===== src/common/pfs_params.svh =====
// Purpose: Constants of the program flow sequencer
// Assumes: Included by the sequencer design file and the bench
// Notes: Times are in their own units; cycle counts derive from them
// Notes on behaviour
// - Jump loads program counter with operand
// - Call pushes next address, then jumps
// - Return stack holds eight entries
// - Call with full stack does nothing
// - Return pops last saved address
// - Return with empty stack just advances
// - Wait holds program counter until done
// - Type selects one of five conditions
// - Tick wait stalls operand ticks
// - Event waits watch the selected motor
// - Event operand is timeout, zero none
// - Operand minus one takes accumulator
// - Expired timeout sets sticky error flag
// - Flag holds until clear-error instruction
// - Word is opcode, type, motor, value
// - Flow instructions act only in standalone
// - Conditional jump code eight tests flag
// - Accumulator shared, feeds wait value
`ifndef PFS_PARAMS_SVH
`define PFS_PARAMS_SVH
`define PFS_OP_JCOND 8'h15
`define PFS_OP_JUMP 8'h16
`define PFS_OP_CALL 8'h17
`define PFS_OP_RET 8'h18
`define PFS_OP_WAIT 8'h1B
`define PFS_OP_CLEAR_ERR 8'h24
`define PFS_JC_TIMEOUT 8'h08
`define PFS_WAIT_TICKS 8'h00
`define PFS_WAIT_TARGET 8'h01
`define PFS_WAIT_HOME_SWITCH 8'h02
`define PFS_WAIT_END_SWITCH 8'h03
`define PFS_WAIT_HOMING_DONE 8'h04
`define PFS_VAL_FROM_ACC 32'hFFFFFFFF
`define PFS_STACK_DEPTH 4'h8
`define PFS_PC_RESET 32'h00000000
`define PFS_MOTORS 8'h04
`define PFS_TICK_MS 10
`define PFS_CLK_KHZ 10000
`endif


===== src/common/pfs_pkg.sv =====
// Purpose: Types of the program flow sequencer
// Assumes: Single clock domain
// Notes: Constants live in pfs_params.svh
package pfs_pkg;
  typedef enum logic [2:0] {
    S_IDLE  = 3'b000,
    S_FETCH = 3'b001,
    S_LOAD  = 3'b010,
    S_EXEC  = 3'b011,
    S_WAIT  = 3'b100,
    S_POP   = 3'b101
  } seq_state_t;
endpackage


===== src/design/pfs_return_stack.sv =====
// Purpose: Eight-word return address memory
// Assumes: Stack pointer kept by the caller
// Notes: Read data is registered, so a pop takes one extra cycle
`timescale 1ns/1ns
module pfs_return_stack
(
  input wire logic sys_clk,
  input wire logic wr_en,
  input wire logic [2:0] wr_addr,
  input wire logic [31:0] wr_data,
  input wire logic [2:0] rd_addr,
  output logic [31:0] rd_data_q
);
  logic [31:0] mem [0:7];

  always_ff @(posedge sys_clk)
  begin
    if (wr_en)
    begin
      mem[wr_addr] <= wr_data;
    end
    rd_data_q <= mem[rd_addr];
  end
endmodule


===== src/design/program_flow_sequencer.sv =====
// Purpose: Jump, call, return and wait part of the stored program engine
// Assumes: Program memory answers a fetch no earlier than one cycle later
// Notes: Opcodes outside the flow set are handed on with a strobe
`timescale 1ns/1ns
`include "pfs_params.svh"
module program_flow_sequencer
  import pfs_pkg::*;
#(
  parameter int TICK_CYCLES = `PFS_TICK_MS * `PFS_CLK_KHZ
)
(
  input wire logic sys_clk,
  input wire logic sys_rst,
  input wire logic run_standalone,
  input wire logic instr_valid,
  input wire logic [7:0] instr_addr,
  input wire logic [7:0] instr_opcode,
  input wire logic [7:0] instr_type,
  input wire logic [7:0] instr_motor,
  input wire logic [7:0] instr_val3,
  input wire logic [7:0] instr_val2,
  input wire logic [7:0] instr_val1,
  input wire logic [7:0] instr_val0,
  input wire logic [7:0] instr_checksum,
  input wire logic [31:0] accumulator,
  input wire logic jc_cond_met,
  input wire logic [3:0] motor_at_target,
  input wire logic [3:0] motor_home_switch,
  input wire logic [3:0] motor_end_switch,
  input wire logic [3:0] motor_homing_done,
  output logic [31:0] pc_q,
  output logic fetch_q,
  output logic waiting_q,
  output logic timeout_error_flag_q,
  output logic checksum_err_q,
  output logic other_op_q,
  output logic [7:0] op_q,
  output logic [7:0] type_q,
  output logic [7:0] motor_q,
  output logic [31:0] val_q,
  output logic [3:0] sp_q,
  output logic tick_q
);
  localparam logic [16:0] TICK_LAST = 17'(TICK_CYCLES - 1);

  seq_state_t state_q, state_d;
  logic [16:0] tick_cnt_q;
  logic [31:0] count_q;
  logic to_en_q;
  logic csum_ok_q;
  logic [31:0] pc_d;
  logic [31:0] pop_data;

  // Event condition for the selected type; codes above four end at once
  function automatic logic cond_hit(input logic [7:0] t, input logic at,
    input logic hs, input logic es, input logic hd);
    case (t)
      `PFS_WAIT_TARGET: cond_hit = at;
      `PFS_WAIT_HOME_SWITCH: cond_hit = hs;
      `PFS_WAIT_END_SWITCH: cond_hit = es;
      `PFS_WAIT_HOMING_DONE: cond_hit = hd;
      default: cond_hit = 1'b1;
    endcase
  endfunction

  wire [7:0] sum_w = instr_addr + instr_opcode + instr_type + instr_motor
    + instr_val3 + instr_val2 + instr_val1 + instr_val0;
  wire take_w = (state_q == S_LOAD) && instr_valid;
  wire in_exec = (state_q == S_EXEC) && run_standalone;
  wire ex_ok = in_exec && csum_ok_q;
  wire ex_bad = in_exec && !csum_ok_q;
  wire ex_jump = ex_ok && (op_q == `PFS_OP_JUMP);
  wire ex_call = ex_ok && (op_q == `PFS_OP_CALL);
  wire ex_ret = ex_ok && (op_q == `PFS_OP_RET);
  wire ex_wait = ex_ok && (op_q == `PFS_OP_WAIT);
  wire ex_jc = ex_ok && (op_q == `PFS_OP_JCOND);
  wire ex_clr = ex_ok && (op_q == `PFS_OP_CLEAR_ERR);
  wire ex_other = ex_ok && !ex_jump && !ex_call && !ex_ret && !ex_wait
    && !ex_jc && !ex_clr;
  wire stack_full = (sp_q == `PFS_STACK_DEPTH);
  wire stack_empty = (sp_q == 4'h0);
  wire push_w = ex_call && !stack_full;
  wire pop_w = ex_ret && !stack_empty;
  wire jc_taken = (type_q == `PFS_JC_TIMEOUT) ? timeout_error_flag_q
    : jc_cond_met;
  wire [31:0] wait_load = (val_q == `PFS_VAL_FROM_ACC) ? accumulator
    : val_q;
  wire is_ticks = (type_q == `PFS_WAIT_TICKS);
  wire motor_ok = (motor_q < `PFS_MOTORS);
  wire [1:0] mi = motor_q[1:0];
  wire hit_w = motor_ok && cond_hit(type_q, motor_at_target[mi],
    motor_home_switch[mi], motor_end_switch[mi],
    motor_homing_done[mi]);
  wire in_wait = (state_q == S_WAIT) && run_standalone;
  wire last_tick = tick_q && (count_q == 32'h1);
  wire tick_done = is_ticks && (count_q == 32'h0);
  wire timeout_w = in_wait && !is_ticks && !hit_w && to_en_q
    && last_tick;
  wire wait_done = in_wait && (is_ticks ? tick_done
    : (hit_w || timeout_w));
  wire [31:0] pc_next = pc_q + 32'h1;

  pfs_return_stack u_stack
  (
    .sys_clk(sys_clk),
    .wr_en(push_w),
    .wr_addr(sp_q[2:0]),
    .wr_data(pc_next),
    .rd_addr(3'(sp_q - 4'h1)),
    .rd_data_q(pop_data)
  );

  always_comb
  begin
    state_d = state_q;
    pc_d = pc_q;
    case (state_q)
      S_IDLE:
      begin
        if (run_standalone)
        begin
          state_d = S_FETCH;
        end
      end
      S_FETCH:
      begin
        state_d = run_standalone ? S_LOAD : S_IDLE;
      end
      S_LOAD:
      begin
        if (!run_standalone)
        begin
          state_d = S_IDLE;
        end
        else if (instr_valid)
        begin
          state_d = S_EXEC;
        end
      end
      S_EXEC:
      begin
        state_d = S_FETCH;
        pc_d = pc_next;
        if (!run_standalone)
        begin
          state_d = S_IDLE;
          pc_d = pc_q;
        end
        else if (ex_jump || push_w || (ex_jc && jc_taken))
        begin
          pc_d = val_q;
        end
        else if (pop_w)
        begin
          state_d = S_POP;
          pc_d = pc_q;
        end
        else if (ex_wait)
        begin
          state_d = S_WAIT;
          pc_d = pc_q;
        end
      end
      S_WAIT:
      begin
        if (!run_standalone)
        begin
          state_d = S_IDLE;
        end
        else if (wait_done)
        begin
          state_d = S_FETCH;
          pc_d = pc_next;
        end
      end
      S_POP:
      begin
        state_d = S_FETCH;
        pc_d = pop_data;
      end
      default:
      begin
        state_d = S_IDLE;
      end
    endcase
  end

  always_ff @(posedge sys_clk)
  begin
    if (sys_rst)
    begin
      state_q <= S_IDLE;
      pc_q <= `PFS_PC_RESET;
      fetch_q <= 1'b0;
      waiting_q <= 1'b0;
    end
    else
    begin
      state_q <= state_d;
      pc_q <= pc_d;
      fetch_q <= (state_d == S_FETCH);
      waiting_q <= (state_d == S_WAIT);
    end
  end

  // Fields are captured once so a slow memory may drop its outputs
  always_ff @(posedge sys_clk)
  begin
    if (sys_rst)
    begin
      op_q <= 8'h00;
      type_q <= 8'h00;
      motor_q <= 8'h00;
      val_q <= 32'h00000000;
      csum_ok_q <= 1'b0;
    end
    else if (take_w)
    begin
      op_q <= instr_opcode;
      type_q <= instr_type;
      motor_q <= instr_motor;
      val_q <= {instr_val3, instr_val2, instr_val1, instr_val0};
      csum_ok_q <= (sum_w == instr_checksum);
    end
  end

  always_ff @(posedge sys_clk)
  begin
    if (sys_rst)
    begin
      sp_q <= 4'h0;
    end
    else if (push_w)
    begin
      sp_q <= sp_q + 4'h1;
    end
    else if (pop_w)
    begin
      sp_q <= sp_q - 4'h1;
    end
  end

  // Tick runs free, so the first tick of a wait may come after only part of a period
  always_ff @(posedge sys_clk)
  begin
    if (sys_rst || tick_cnt_q == TICK_LAST)
    begin
      tick_cnt_q <= 17'h00000;
    end
    else
    begin
      tick_cnt_q <= tick_cnt_q + 17'h00001;
    end
  end

  always_ff @(posedge sys_clk)
  begin
    if (sys_rst)
    begin
      tick_q <= 1'b0;
    end
    else
    begin
      tick_q <= (tick_cnt_q == TICK_LAST);
    end
  end

  always_ff @(posedge sys_clk)
  begin
    if (sys_rst)
    begin
      count_q <= 32'h00000000;
      to_en_q <= 1'b0;
    end
    else if (ex_wait)
    begin
      count_q <= wait_load;
      to_en_q <= (wait_load != 32'h00000000);
    end
    else if (in_wait && tick_q && count_q != 32'h00000000)
    begin
      count_q <= count_q - 32'h00000001;
    end
  end

  // A timeout in the same cycle as a clear still leaves the flag set
  always_ff @(posedge sys_clk)
  begin
    if (sys_rst)
    begin
      timeout_error_flag_q <= 1'b0;
      checksum_err_q <= 1'b0;
      other_op_q <= 1'b0;
    end
    else
    begin
      timeout_error_flag_q <= timeout_w
        || (timeout_error_flag_q && !ex_clr);
      checksum_err_q <= ex_bad;
      other_op_q <= ex_other;
    end
  end
endmodule


===== config.mk =====
export PLATFORM = sky130hd
export DESIGN_NAME = program_flow_sequencer
export DESIGN_NICKNAME = d
export VERILOG_FILES = /design/src/common/pfs_pkg.sv /design/src/design/pfs_return_stack.sv /design/src/design/program_flow_sequencer.sv
export VERILOG_INCLUDE_DIRS = /design/src /design/src/common
export SDC_FILE = /design/constraint.sdc
export NUM_CORES = 1
export LEC_CHECK = 0
export BUFFER_PORTS_ARGS = -buffer_cell sky130_fd_sc_hd__buf_4
export CORE_UTILIZATION = 44
export CTS_CLUSTER_DIAMETER = 40
export DETAILED_ROUTE_END_ITERATION = 12
export PLACE_DENSITY = 0.71
export SLEW_MARGIN = 5
export SYNTH_ARGS = -nofsm -noshare
export SYNTH_HDL_FRONTEND = slang
export SYNTH_SLANG_ARGS = --single-unit

===== constraint.sdc =====
create_clock -name sys_clk -period 13.1 [get_ports sys_clk]
set_clock_uncertainty 0.2 [all_clocks]
set_input_delay 0 -clock sys_clk [delete_from_list [all_inputs] [get_ports sys_clk]]
set_output_delay 0 -clock sys_clk [all_outputs]
set_load 0.005 [all_outputs]

==> impl_metrics.env, run 1 <==
export IMPL_ys_warn_count=0
export IMPL_synth_ff_type="edfxtp_1"
export IMPL_vias_per_cell=5.822
export IMPL_p_leak_uw=0.008863
export IMPL_max_clock_path_buffers=3
export IMPL_h_tree_depth=2
export IMPL_powerDensity_nw_per_um2=128.1
export IMPL_grt_pass1_wl_um=93810
export IMPL_rsz0062_at_grt="false"
export IMPL_grt_ovfl_total=0
export IMPL_cts_tree="done"
export IMPL_postRouteAntennaNets=0
export IMPL_status="completed"
export IMPL_gpl_final_weighted_congestion=0.9522
export IMPL_worstPathRequired_ps=13440
export IMPL_synth_async_reset_ratio_pct=0
export IMPL_cts_sinks=440
export IMPL_areaGrowthSynthToFinish_pct=28.50
export IMPL_arrival_ps=6220
export IMPL_cap_violations=0
export IMPL_grt_max_degree=71
export IMPL_dp_cells=2367
export IMPL_clkTransAtPathRegs_ps=60
export IMPL_cts_resized=0
export IMPL_post_route_period_util_pct=44.86
export IMPL_max_slew_margin_pct=27.16
export IMPL_syn_inst=1615
export IMPL_hpwl_um=39900
export IMPL_fmax_mhz=170.2
export IMPL_clock_latency_ps=600
export IMPL_finalCoreUtilization_pct=57.91
export IMPL_ys_seq_area_share_pct=56.57
export IMPL_tightestPinTransition_ps=1091
export IMPL_avgSynthCellArea_um2=12.45
export IMPL_ios=223
export IMPL_dr_pass1_iters=5
export IMPL_synth_seq_cells=440
export IMPL_grt_total_usage_pct=26.81
export IMPL_cts_buffers=53
export IMPL_drive_above_1_share_pct=23.66
export IMPL_die_w_um=215.7
export IMPL_path_max_fanout=2
export IMPL_whs_path_depth=4
export IMPL_wl_per_cell_um=23.67
export IMPL_layout_nets=2172
export IMPL_ir_worst_vdd_v=0.0001044
export IMPL_finalSetupTns_ps=0
export IMPL_root_buffer="clkbuf_16"
export IMPL_drt_iter0_markers=1834
export IMPL_core_um2=44610
export IMPL_antenna_found_initial=1
export IMPL_hold_violations=0
export IMPL_wirelength_um=62260
export IMPL_dieArea_um2=46540
export IMPL_postSynthNetCount=1794
export IMPL_period_needed_ps=5876
export IMPL_drc=0
export IMPL_synth_distinct_cells=79
export IMPL_ff2ff_path_depth=7
export IMPL_setup_violations=0
export IMPL_preCtsSetupSlack_ps=8662
export IMPL_rows=77
export IMPL_hold_class="in2reg"
export IMPL_final_cells=2630
export IMPL_crit_type="in2reg"
export IMPL_layout_setup_ws_ps=7224
export IMPL_portBuffers=222
export IMPL_start_kind="primary input"
export IMPL_die_height_um=215.7
export IMPL_synth_edf_count=256
export IMPL_worst_setup_path_end_kind="flop"
export IMPL_grt_pass1_vias=15340
export IMPL_p_total_uw=3309
export IMPL_syn_cell_area_um2=20100
export IMPL_slew_viol_final=0
export IMPL_initial_utilization_pct=45.06
export IMPL_vias=15310
-- cells in the final DEF (no fill, tap or decap), types with 12 or more instances in the layout --
master | netlist | routed
nor2_1 | 97 | 94
clkbuf_16 | 0 | 56
dfxtp_1 | 184 | 183
mux2_2 | 46 | 46
mux4_2 | 66 | 66
nor2b_1 | 12 | 12
a311oi_1 | 15 | 15
edfxtp_1 | 256 | 256
xor2_1 | 30 | 29
buf_4 | 0 | 244
a22oi_1 | 21 | 21
nor4_1 | 19 | 18
xnor2_1 | 52 | 52
ha_1 | 15 | 14
nand2_1 | 188 | 188
dlygate4sd3_1 | 0 | 163
nor3_1 | 35 | 31
inv_1 | 71 | 71
clkbuf_1 | 56 | 12
fa_1 | 39 | 39
nand3_1 | 36 | 36
nand4_1 | 33 | 33
a21oi_1 | 97 | 97
o21ai_0 | 28 | 28
mux2i_1 | 25 | 25
-- critical path, stage by stage --
cell and delay, ps:
dlygate4sd3_1 560, buf_4 160, fa_1 510, inv_1 60
fa_1 510, fa_1 530, fa_1 490, inv_1 80
ha_1 160, inv_1 50, fa_1 390, xnor2_1 190
xnor2_1 140, nand4_1 90, dlygate4sd3_1 590, or4_1 410
dlygate4sd3_1 580, a21oi_1 140, dlygate4sd3_1 560
-- what timing repair did --
action / in CTS / in global routing
setup buffers: 0 / 0
hold endpoints to repair: 125 / 0
hold buffers: 163 / 0
-- power by group --
part	switching [µW]	internal, µW
clock network	595	863
registers	11.7	1450
logic	186	200
-- synth_stat cells (36+ instances only) --
cell type  instances  share of area, %
a21oi_1           97               2.4
clkbuf_1          56               1.0
dfxtp_1          184                18
edfxtp_1         256                38
fa_1              39               3.9
inv_1             71               1.3
mux2_2            46               2.6
mux4_2            66               7.4
nand2_1          188               3.5
nand3_1           36              0.90
nor2_1            97               1.8
xnor2_1           52               2.3
-- flip-flops by register name, summed over array words and instances, names as in the netlist, 3 cells and up --
signal	cells
u_stack.mem	256
count_q	32
pc_q	32
u_stack.rd_data_q	32
val_q	32
tick_cnt_q	17
motor_q	8
op_q	8
type_q	8
sp_q	4
state_q	3
-- cell families (layout without fill, tap and decap cells) --
logic type | after synthesis | after routing | synth area share, %
buffers and inverters | 155 | 577 | 3.050
multiplexers | 137 | 137 | 11.22
other | 0 | 1 | 0
AND/OR/NAND/NOR | 500 | 500 | 12.60
XOR/XNOR | 82 | 82 | 3.573
adder cells (fa/ha/maj) | 54 | 54 | 4.818
flip-flops | 440 | 440 | 56.57
AO/OA/AOI/OAI | 247 | 247 | 8.173
-- metrics by stage --
step	instance area [µm²]	hold WS, ps
4_1_cts	25830	117.6
3_5_place_dp	22420	72.89
2_1_floorplan	20100	-64.03
5_1_grt	25830	169.3
3_3_place_gp	22420	68.91
6_report	25830	145.4
-- routing by layer --
layer	part of all wire (%)	GRT usage, %
met5	0.021	0
met3	10	7.146
met2	46	42.70
met4	4.0	10.87
met1	39	34.72
-- final cells by class --
cell class	instances	area, µm²
timing repair buffer	407	3463
inverter	71	266.5
multi-input combinational	1020	8207
antenna	1	2.502
fill	3521	18780
clock buffer	73	1515
tap	592	740.7
clock inverter	26	260.3
sequential	440	11370
-- worst paths after layout --
| kind | start | end | slack, ps |
|---|---|---|---|
| setup / recovery | instr_opcode[2] | csum_ok_q | 7220 |
| hold / removal | accumulator[2] | count_q[2] | 150 |
| setup reg to reg | motor_q[1] | pc_q[19] | 8940 |
| hold reg to reg | tick_cnt_q[0] | tick_cnt_q[0] | 270 |
(Power assumes the default switching activity.)
==> inputs of run 2 (changes only) <==
--- a/config.mk
+++ b/config.mk
@@ -10,7 +10,7 @@
 export CORE_UTILIZATION = 44
 export CTS_CLUSTER_DIAMETER = 40
 export DETAILED_ROUTE_END_ITERATION = 12
-export PLACE_DENSITY = 0.71
+export PLACE_DENSITY = 0.73
 export SLEW_MARGIN = 5
 export SYNTH_ARGS = -nofsm -noshare
 export SYNTH_HDL_FRONTEND = slang
==> constraint.sdc (replaced) <==
create_clock -name sys_clk -period 5.2 [get_ports sys_clk]
set_clock_uncertainty 0.2 [all_clocks]
set_input_delay 0 -clock sys_clk [delete_from_list [all_inputs] [get_ports sys_clk]]
set_output_delay 0 -clock sys_clk [all_outputs]
set_load 0.005 [all_outputs]
==> run 2 against run 1 <==
Via count is 0.36% higher. Sequential cell count unchanged. Non-clock buffer count down 32. First-iteration DRC count grew 2.0%. Clock power rose to 3.1 times the previous value. Worst hold slack lost 100 ps. Register-to-register slack got worse by 7500 ps. Critical path type unchanged. Highest routed layer is now met4.
==> impl_metrics.env, run 2 (synthesis results as in run 1) <==
export IMPL_status="completed"
export IMPL_arrival_ps=5050
export IMPL_max_clock_path_buffers=3
export IMPL_wl_per_cell_um=24.13
export IMPL_post_route_period_util_pct=91.20
export IMPL_fmax_mhz=210.9
export IMPL_grt_pass1_vias=15330
export IMPL_p_leak_uw=0.009026
export IMPL_start_kind="primary input"
export IMPL_final_common_cell="edfxtp_1"
export IMPL_crit_type="in2reg"
export IMPL_reg2reg_slack_ps=1450
export IMPL_layout_nets=2154
export IMPL_slew_viol_final=0
export IMPL_r2r_start="motor_q[1]"
export IMPL_ff2ff_path_depth=8
export IMPL_worstPathRequired_ps=5510
export IMPL_die_w_um=215.7
export IMPL_postRouteAntennaNets=0
export IMPL_areaGrowthSynthToFinish_pct=29.65
export IMPL_worst_r2r_endpoint="pc_q[24]"
export IMPL_rows=77
export IMPL_hold_class="in2reg"
export IMPL_dr_pass1_iters=5
export IMPL_vias=15370
export IMPL_hold_violations=0
export IMPL_regMostFlops="u_stack.mem"
export IMPL_h_tree_depth=3
export IMPL_dieArea_um2=46540
export IMPL_ir_worst_vdd_v=0.0002373
export IMPL_tightestPinTransition_ps=1143
export IMPL_max_slew_margin_pct=23.77
export IMPL_powerDensity_nw_per_um2=354.9
export IMPL_cts_tree="done"
export IMPL_cap_violations=0
export IMPL_drive_above_1_share_pct=25.37
export IMPL_initial_utilization_pct=45.06
export IMPL_largest_register_ffs=256
export IMPL_finalCoreUtilization_pct=58.42
export IMPL_clock_latency_ps=600
export IMPL_finalSetupTns_ps=0
export IMPL_root_buffer="clkbuf_16"
export IMPL_die_height_um=215.7
export IMPL_grt_total_usage_pct=27.06
export IMPL_path_max_fanout=2
export IMPL_cts_buffers=67
export IMPL_grt_ovfl_total=0
export IMPL_layout_setup_ws_ps=457.8
export IMPL_clkTransAtPathRegs_ps=50
export IMPL_portBuffers=222
export IMPL_crit_end="csum_ok_q"
export IMPL_gpl_final_weighted_congestion=0.9403
export IMPL_ios=223
export IMPL_drt_iter0_markers=1870
export IMPL_period_needed_ps=4742
export IMPL_crit_start="instr_opcode[2]"
export IMPL_setup_violations=0
export IMPL_hpwl_um=40560
export IMPL_drc=0
export IMPL_worst_setup_path_end_kind="flop"
export IMPL_fill_cells=3455
export IMPL_vias_per_cell=5.859
export IMPL_mostFrequentLayoutCells="256 x edfxtp_1, 248 x buf_4, 188 x nand2_1, 183 x dfxtp_1, 127 x dlygate4sd3_1"
export IMPL_grt_max_degree=86
export IMPL_preCtsSetupSlack_ps=780.9
export IMPL_wirelength_um=63290
export IMPL_grt_pass1_wl_um=93830
export IMPL_core_um2=44610
export IMPL_antenna_found_initial=1
export IMPL_rsz0062_at_grt="false"
export IMPL_cts_sinks=440
-- run 2: cell type report --
type,instances,area (µm²),area share (%)
sequential,440,11370,43.65
multi-input combinational,1020,8215,31.52
timing repair buffer,375,3133,12.02
clock buffer,86,1914,7.346
tap,592,740.7,2.842
clock inverter,38,414.1,1.589
inverter,71,266.5,1.023
antenna,1,2.502,0.009602
-- run 2: routing by layer --
metal  routed length (µm)  GRT usage (%)  vias to the layer above
met5                    0              0                        -
met4                 2588          12.65                        0
met2                29390          42.49                      819
li1                     -              -                     6745
met1                24880          34.88                     7638
met3                 6431          7.259                      165
-- run 2: worst min-delay path by stage --
stage / endpoint / slack [ps] / cells after the start / from
floorplan: motor_q[6] / -60 / 2 / instr_motor[6]
global placement: val_q[9] / 60 / 3 / instr_val1[1]
detailed placement: type_q[0] / 70 / 3 / instr_type[0]
CTS: type_q[3] / 20 / 4 / instr_type[3]
global route: type_q[3] / 40 / 4 / instr_type[3]
finish: type_q[3] / 40 / 4 / instr_type[3]
-- run 2: repair_timing --
action / CTS / global route
hold endpoints to repair: 114 / 0
hold buffers: 127 / 0
resized for setup: 0 / 0
setup buffers: 0 / 0
-- run 2: through the flow --
stage	area [µm²]	total power (µW)	cells	hold WS (ps)
floorplan	20110	4398	1615	-64.03
global placement	22460	4645	2371	60.30
detailed placement	22460	4654	2371	71.37
CTS	26060	9303	2622	17.55
global route	26060	9580	2622	44.43
finish	26060	9249	2623	44.79
-- run 2: worst max-delay path, stage by stage --
cell and delay (ps):
dlygate4sd3_1 540, buf_4 160, fa_1 520, inv_1 70
fa_1 510, fa_1 540, fa_1 490, inv_1 70
ha_1 160, inv_1 50, fa_1 400, xnor2_1 180
xnor2_1 130, nand4_1 100, dlygate4sd3_1 590, or4_1 390
a21oi_1 140
-- run 2: report_power, final --
part	internal (µW)	switching (µW)
sequential	3660	28.8
combinational	501	462
clock	2860	1730
==> inputs of run 3 (changes only) <==
--- a/config.mk
+++ b/config.mk
@@ -10,7 +10,7 @@
 export CORE_UTILIZATION = 44
 export CTS_CLUSTER_DIAMETER = 40
 export DETAILED_ROUTE_END_ITERATION = 12
-export PLACE_DENSITY = 0.73
+export PLACE_DENSITY = 0.72
 export SLEW_MARGIN = 5
 export SYNTH_ARGS = -nofsm -noshare
 export SYNTH_HDL_FRONTEND = slang
==> run 3 against run 2 <==
Clock-buffer cell count shrank 9. Highest routed layer is now met5. Sequential share of layout area increased by 0.75 points. Critical path depth did not move. Cell area is 1.7% lower. Via count decreased by 0.77%. Register-to-register slack gained 80 ps. Power down 5.4%. Worst setup slack worse by 9.8 ps. Worst hold slack lost 6.3 ps. Non-clock buffer count down 12.
==> impl_metrics.env, run 3 (synthesis results as in run 1) <==
export IMPL_status="completed"
export IMPL_grt_pass1_wl_um=93860
export IMPL_postRouteAntennaNets=0
export IMPL_fin_area_um2=25620
export IMPL_crit_type="in2reg"
export IMPL_hold_buffers=113
export IMPL_drc=0
export IMPL_clkTransAtPathRegs_ps=50
export IMPL_vias=15250
export IMPL_vias_per_cell=5.869
export IMPL_place_area_um2=22470
export IMPL_drive_above_1_share_pct=24.95
export IMPL_final_common_cell="edfxtp_1"
export IMPL_grt_ovfl_total=0
export IMPL_clock_latency_ps=620
export IMPL_post_cts_buffers=0
export IMPL_p_leak_uw=0.008834
export IMPL_wirelength_um=63040
export IMPL_post_route_period_util_pct=91.38
export IMPL_die_height_um=215.7
export IMPL_core_um2=44610
export IMPL_grt_total_usage_pct=26.99
export IMPL_root_buffer="clkbuf_16"
export IMPL_dr_pass1_iters=6
export IMPL_ir_worst_vdd_v=0.0002319
export IMPL_largest_register_ffs=256
export IMPL_grt_pass1_vias=15250
export IMPL_path_max_fanout=2
export IMPL_start_kind="primary input"
export IMPL_hpwl_um=41250
export IMPL_portBuffers=222
export IMPL_cap_violations=0
export IMPL_layout_nets=2134
export IMPL_cts_resized=0
export IMPL_antenna_found_initial=4
export IMPL_slew_viol_final=0
export IMPL_cts_sinks=440
export IMPL_period_needed_ps=4752
export IMPL_powerDensity_nw_per_um2=341.6
export IMPL_finalSetupTns_ps=0
export IMPL_rsz0062_at_grt="false"
export IMPL_cts_tree="done"
export IMPL_gpl_final_weighted_congestion=0.9293
export IMPL_die_w_um=215.7
export IMPL_wl_per_cell_um=24.27
export IMPL_worstPathRequired_ps=5520
export IMPL_dieArea_um2=46540
export IMPL_arrival_ps=5070
export IMPL_rows=77
export IMPL_ios=223
export IMPL_hold_class="in2reg"
export IMPL_tightestPinTransition_ps=1130
export IMPL_max_clock_path_buffers=3
export IMPL_grt_max_degree=77
export IMPL_hold_violations=0
export IMPL_fill_cells=3577
export IMPL_h_tree_depth=2
export IMPL_worst_setup_path_end_kind="flop"
export IMPL_cts_buffers=59
export IMPL_initial_utilization_pct=45.06
export IMPL_max_slew_margin_pct=24.67
export IMPL_drt_iter0_markers=1648
export IMPL_mostFrequentLayoutCells="256 x edfxtp_1, 250 x buf_4, 188 x nand2_1, 183 x dfxtp_1, 113 x dlygate4sd3_1"
export IMPL_areaGrowthSynthToFinish_pct=27.48
export IMPL_regMostFlops="u_stack.mem"
export IMPL_setup_violations=0
export IMPL_fmax_mhz=210.4
run 3: cell types whose count changed in the layout (fill, tap and decap cells not counted), sizes merged:
cell         previous run  this run
diode                   1         2
inv                    85        84
clkinv                 18        13
bufinv                  4         5
clkbuf                 86        77
dlygate4sd3           127       113
buf                   248       250
run 3: final cells by class:
cell class                 count  area (µm²)  area share [%]
timing repair buffer         363        3008           11.74
antenna                        2       5.005         0.01953
multi-input combinational   1020        8215           32.06
clock inverter                33       376.6           1.470
tap                          592       740.7           2.891
inverter                      71       266.5           1.040
sequential                   440       11370           44.39
clock buffer                  77        1637           6.387
run 3: per-layer routing:
metal / global-route usage, % / routed length, µm
met2: 44.08 / 29860
met3: 6.582 / 6635
met1: 34.32 / 24200
met4: 11.06 / 2333
met5: 0 / 14
run 3: stage by stage:
stage          total power [µW]  util [%]  cells  hold WS [ps]  worst slack (ps)
2_1_floorplan              4398         -   1615        -64.03             466.0
3_3_place_gp               4642     50.38   2373         59.16             758.3
3_5_place_dp               4664     50.38   2373         74.67             775.6
4_1_cts                    8780     57.43   2596         19.96             493.9
5_1_grt                    9054     57.44   2597         58.45             230.1
6_report                   8754     57.44   2598         38.50             448.0
run 3: final timing paths:
kind | startpoint | to | slack [ps] | cells past startpoint
worst min-delay path | instr_type[2] | type_q[2] | 40 | 4
worst min register to register | tick_cnt_q[0] | tick_cnt_q[0] | 260 | 1
worst max register to register | state_q[0] | u_stack.mem[7][3] | 1530 | 6
worst max-delay path | instr_opcode[2] | csum_ok_q | 450 | 17
run 3: power by group:
group | leakage, µW | switching [µW] | internal [µW]
clock | 0.000982 | 1590 | 2490
sequential | 0.00353 | 28.0 | 3660
combinational | 0.00432 | 479 | 501
run 3: worst max-delay path: stages:
cell	delay [ps]
dlygate4sd3_1	540
buf_4	150
fa_1	510
inv_1	60
fa_1	510
fa_1	530
fa_1	490
inv_1	70
ha_1	170
inv_1	60
fa_1	400
xnor2_1	200
xnor2_1	140
nand4_1	100
dlygate4sd3_1	610
or4_1	390
a21oi_1	140
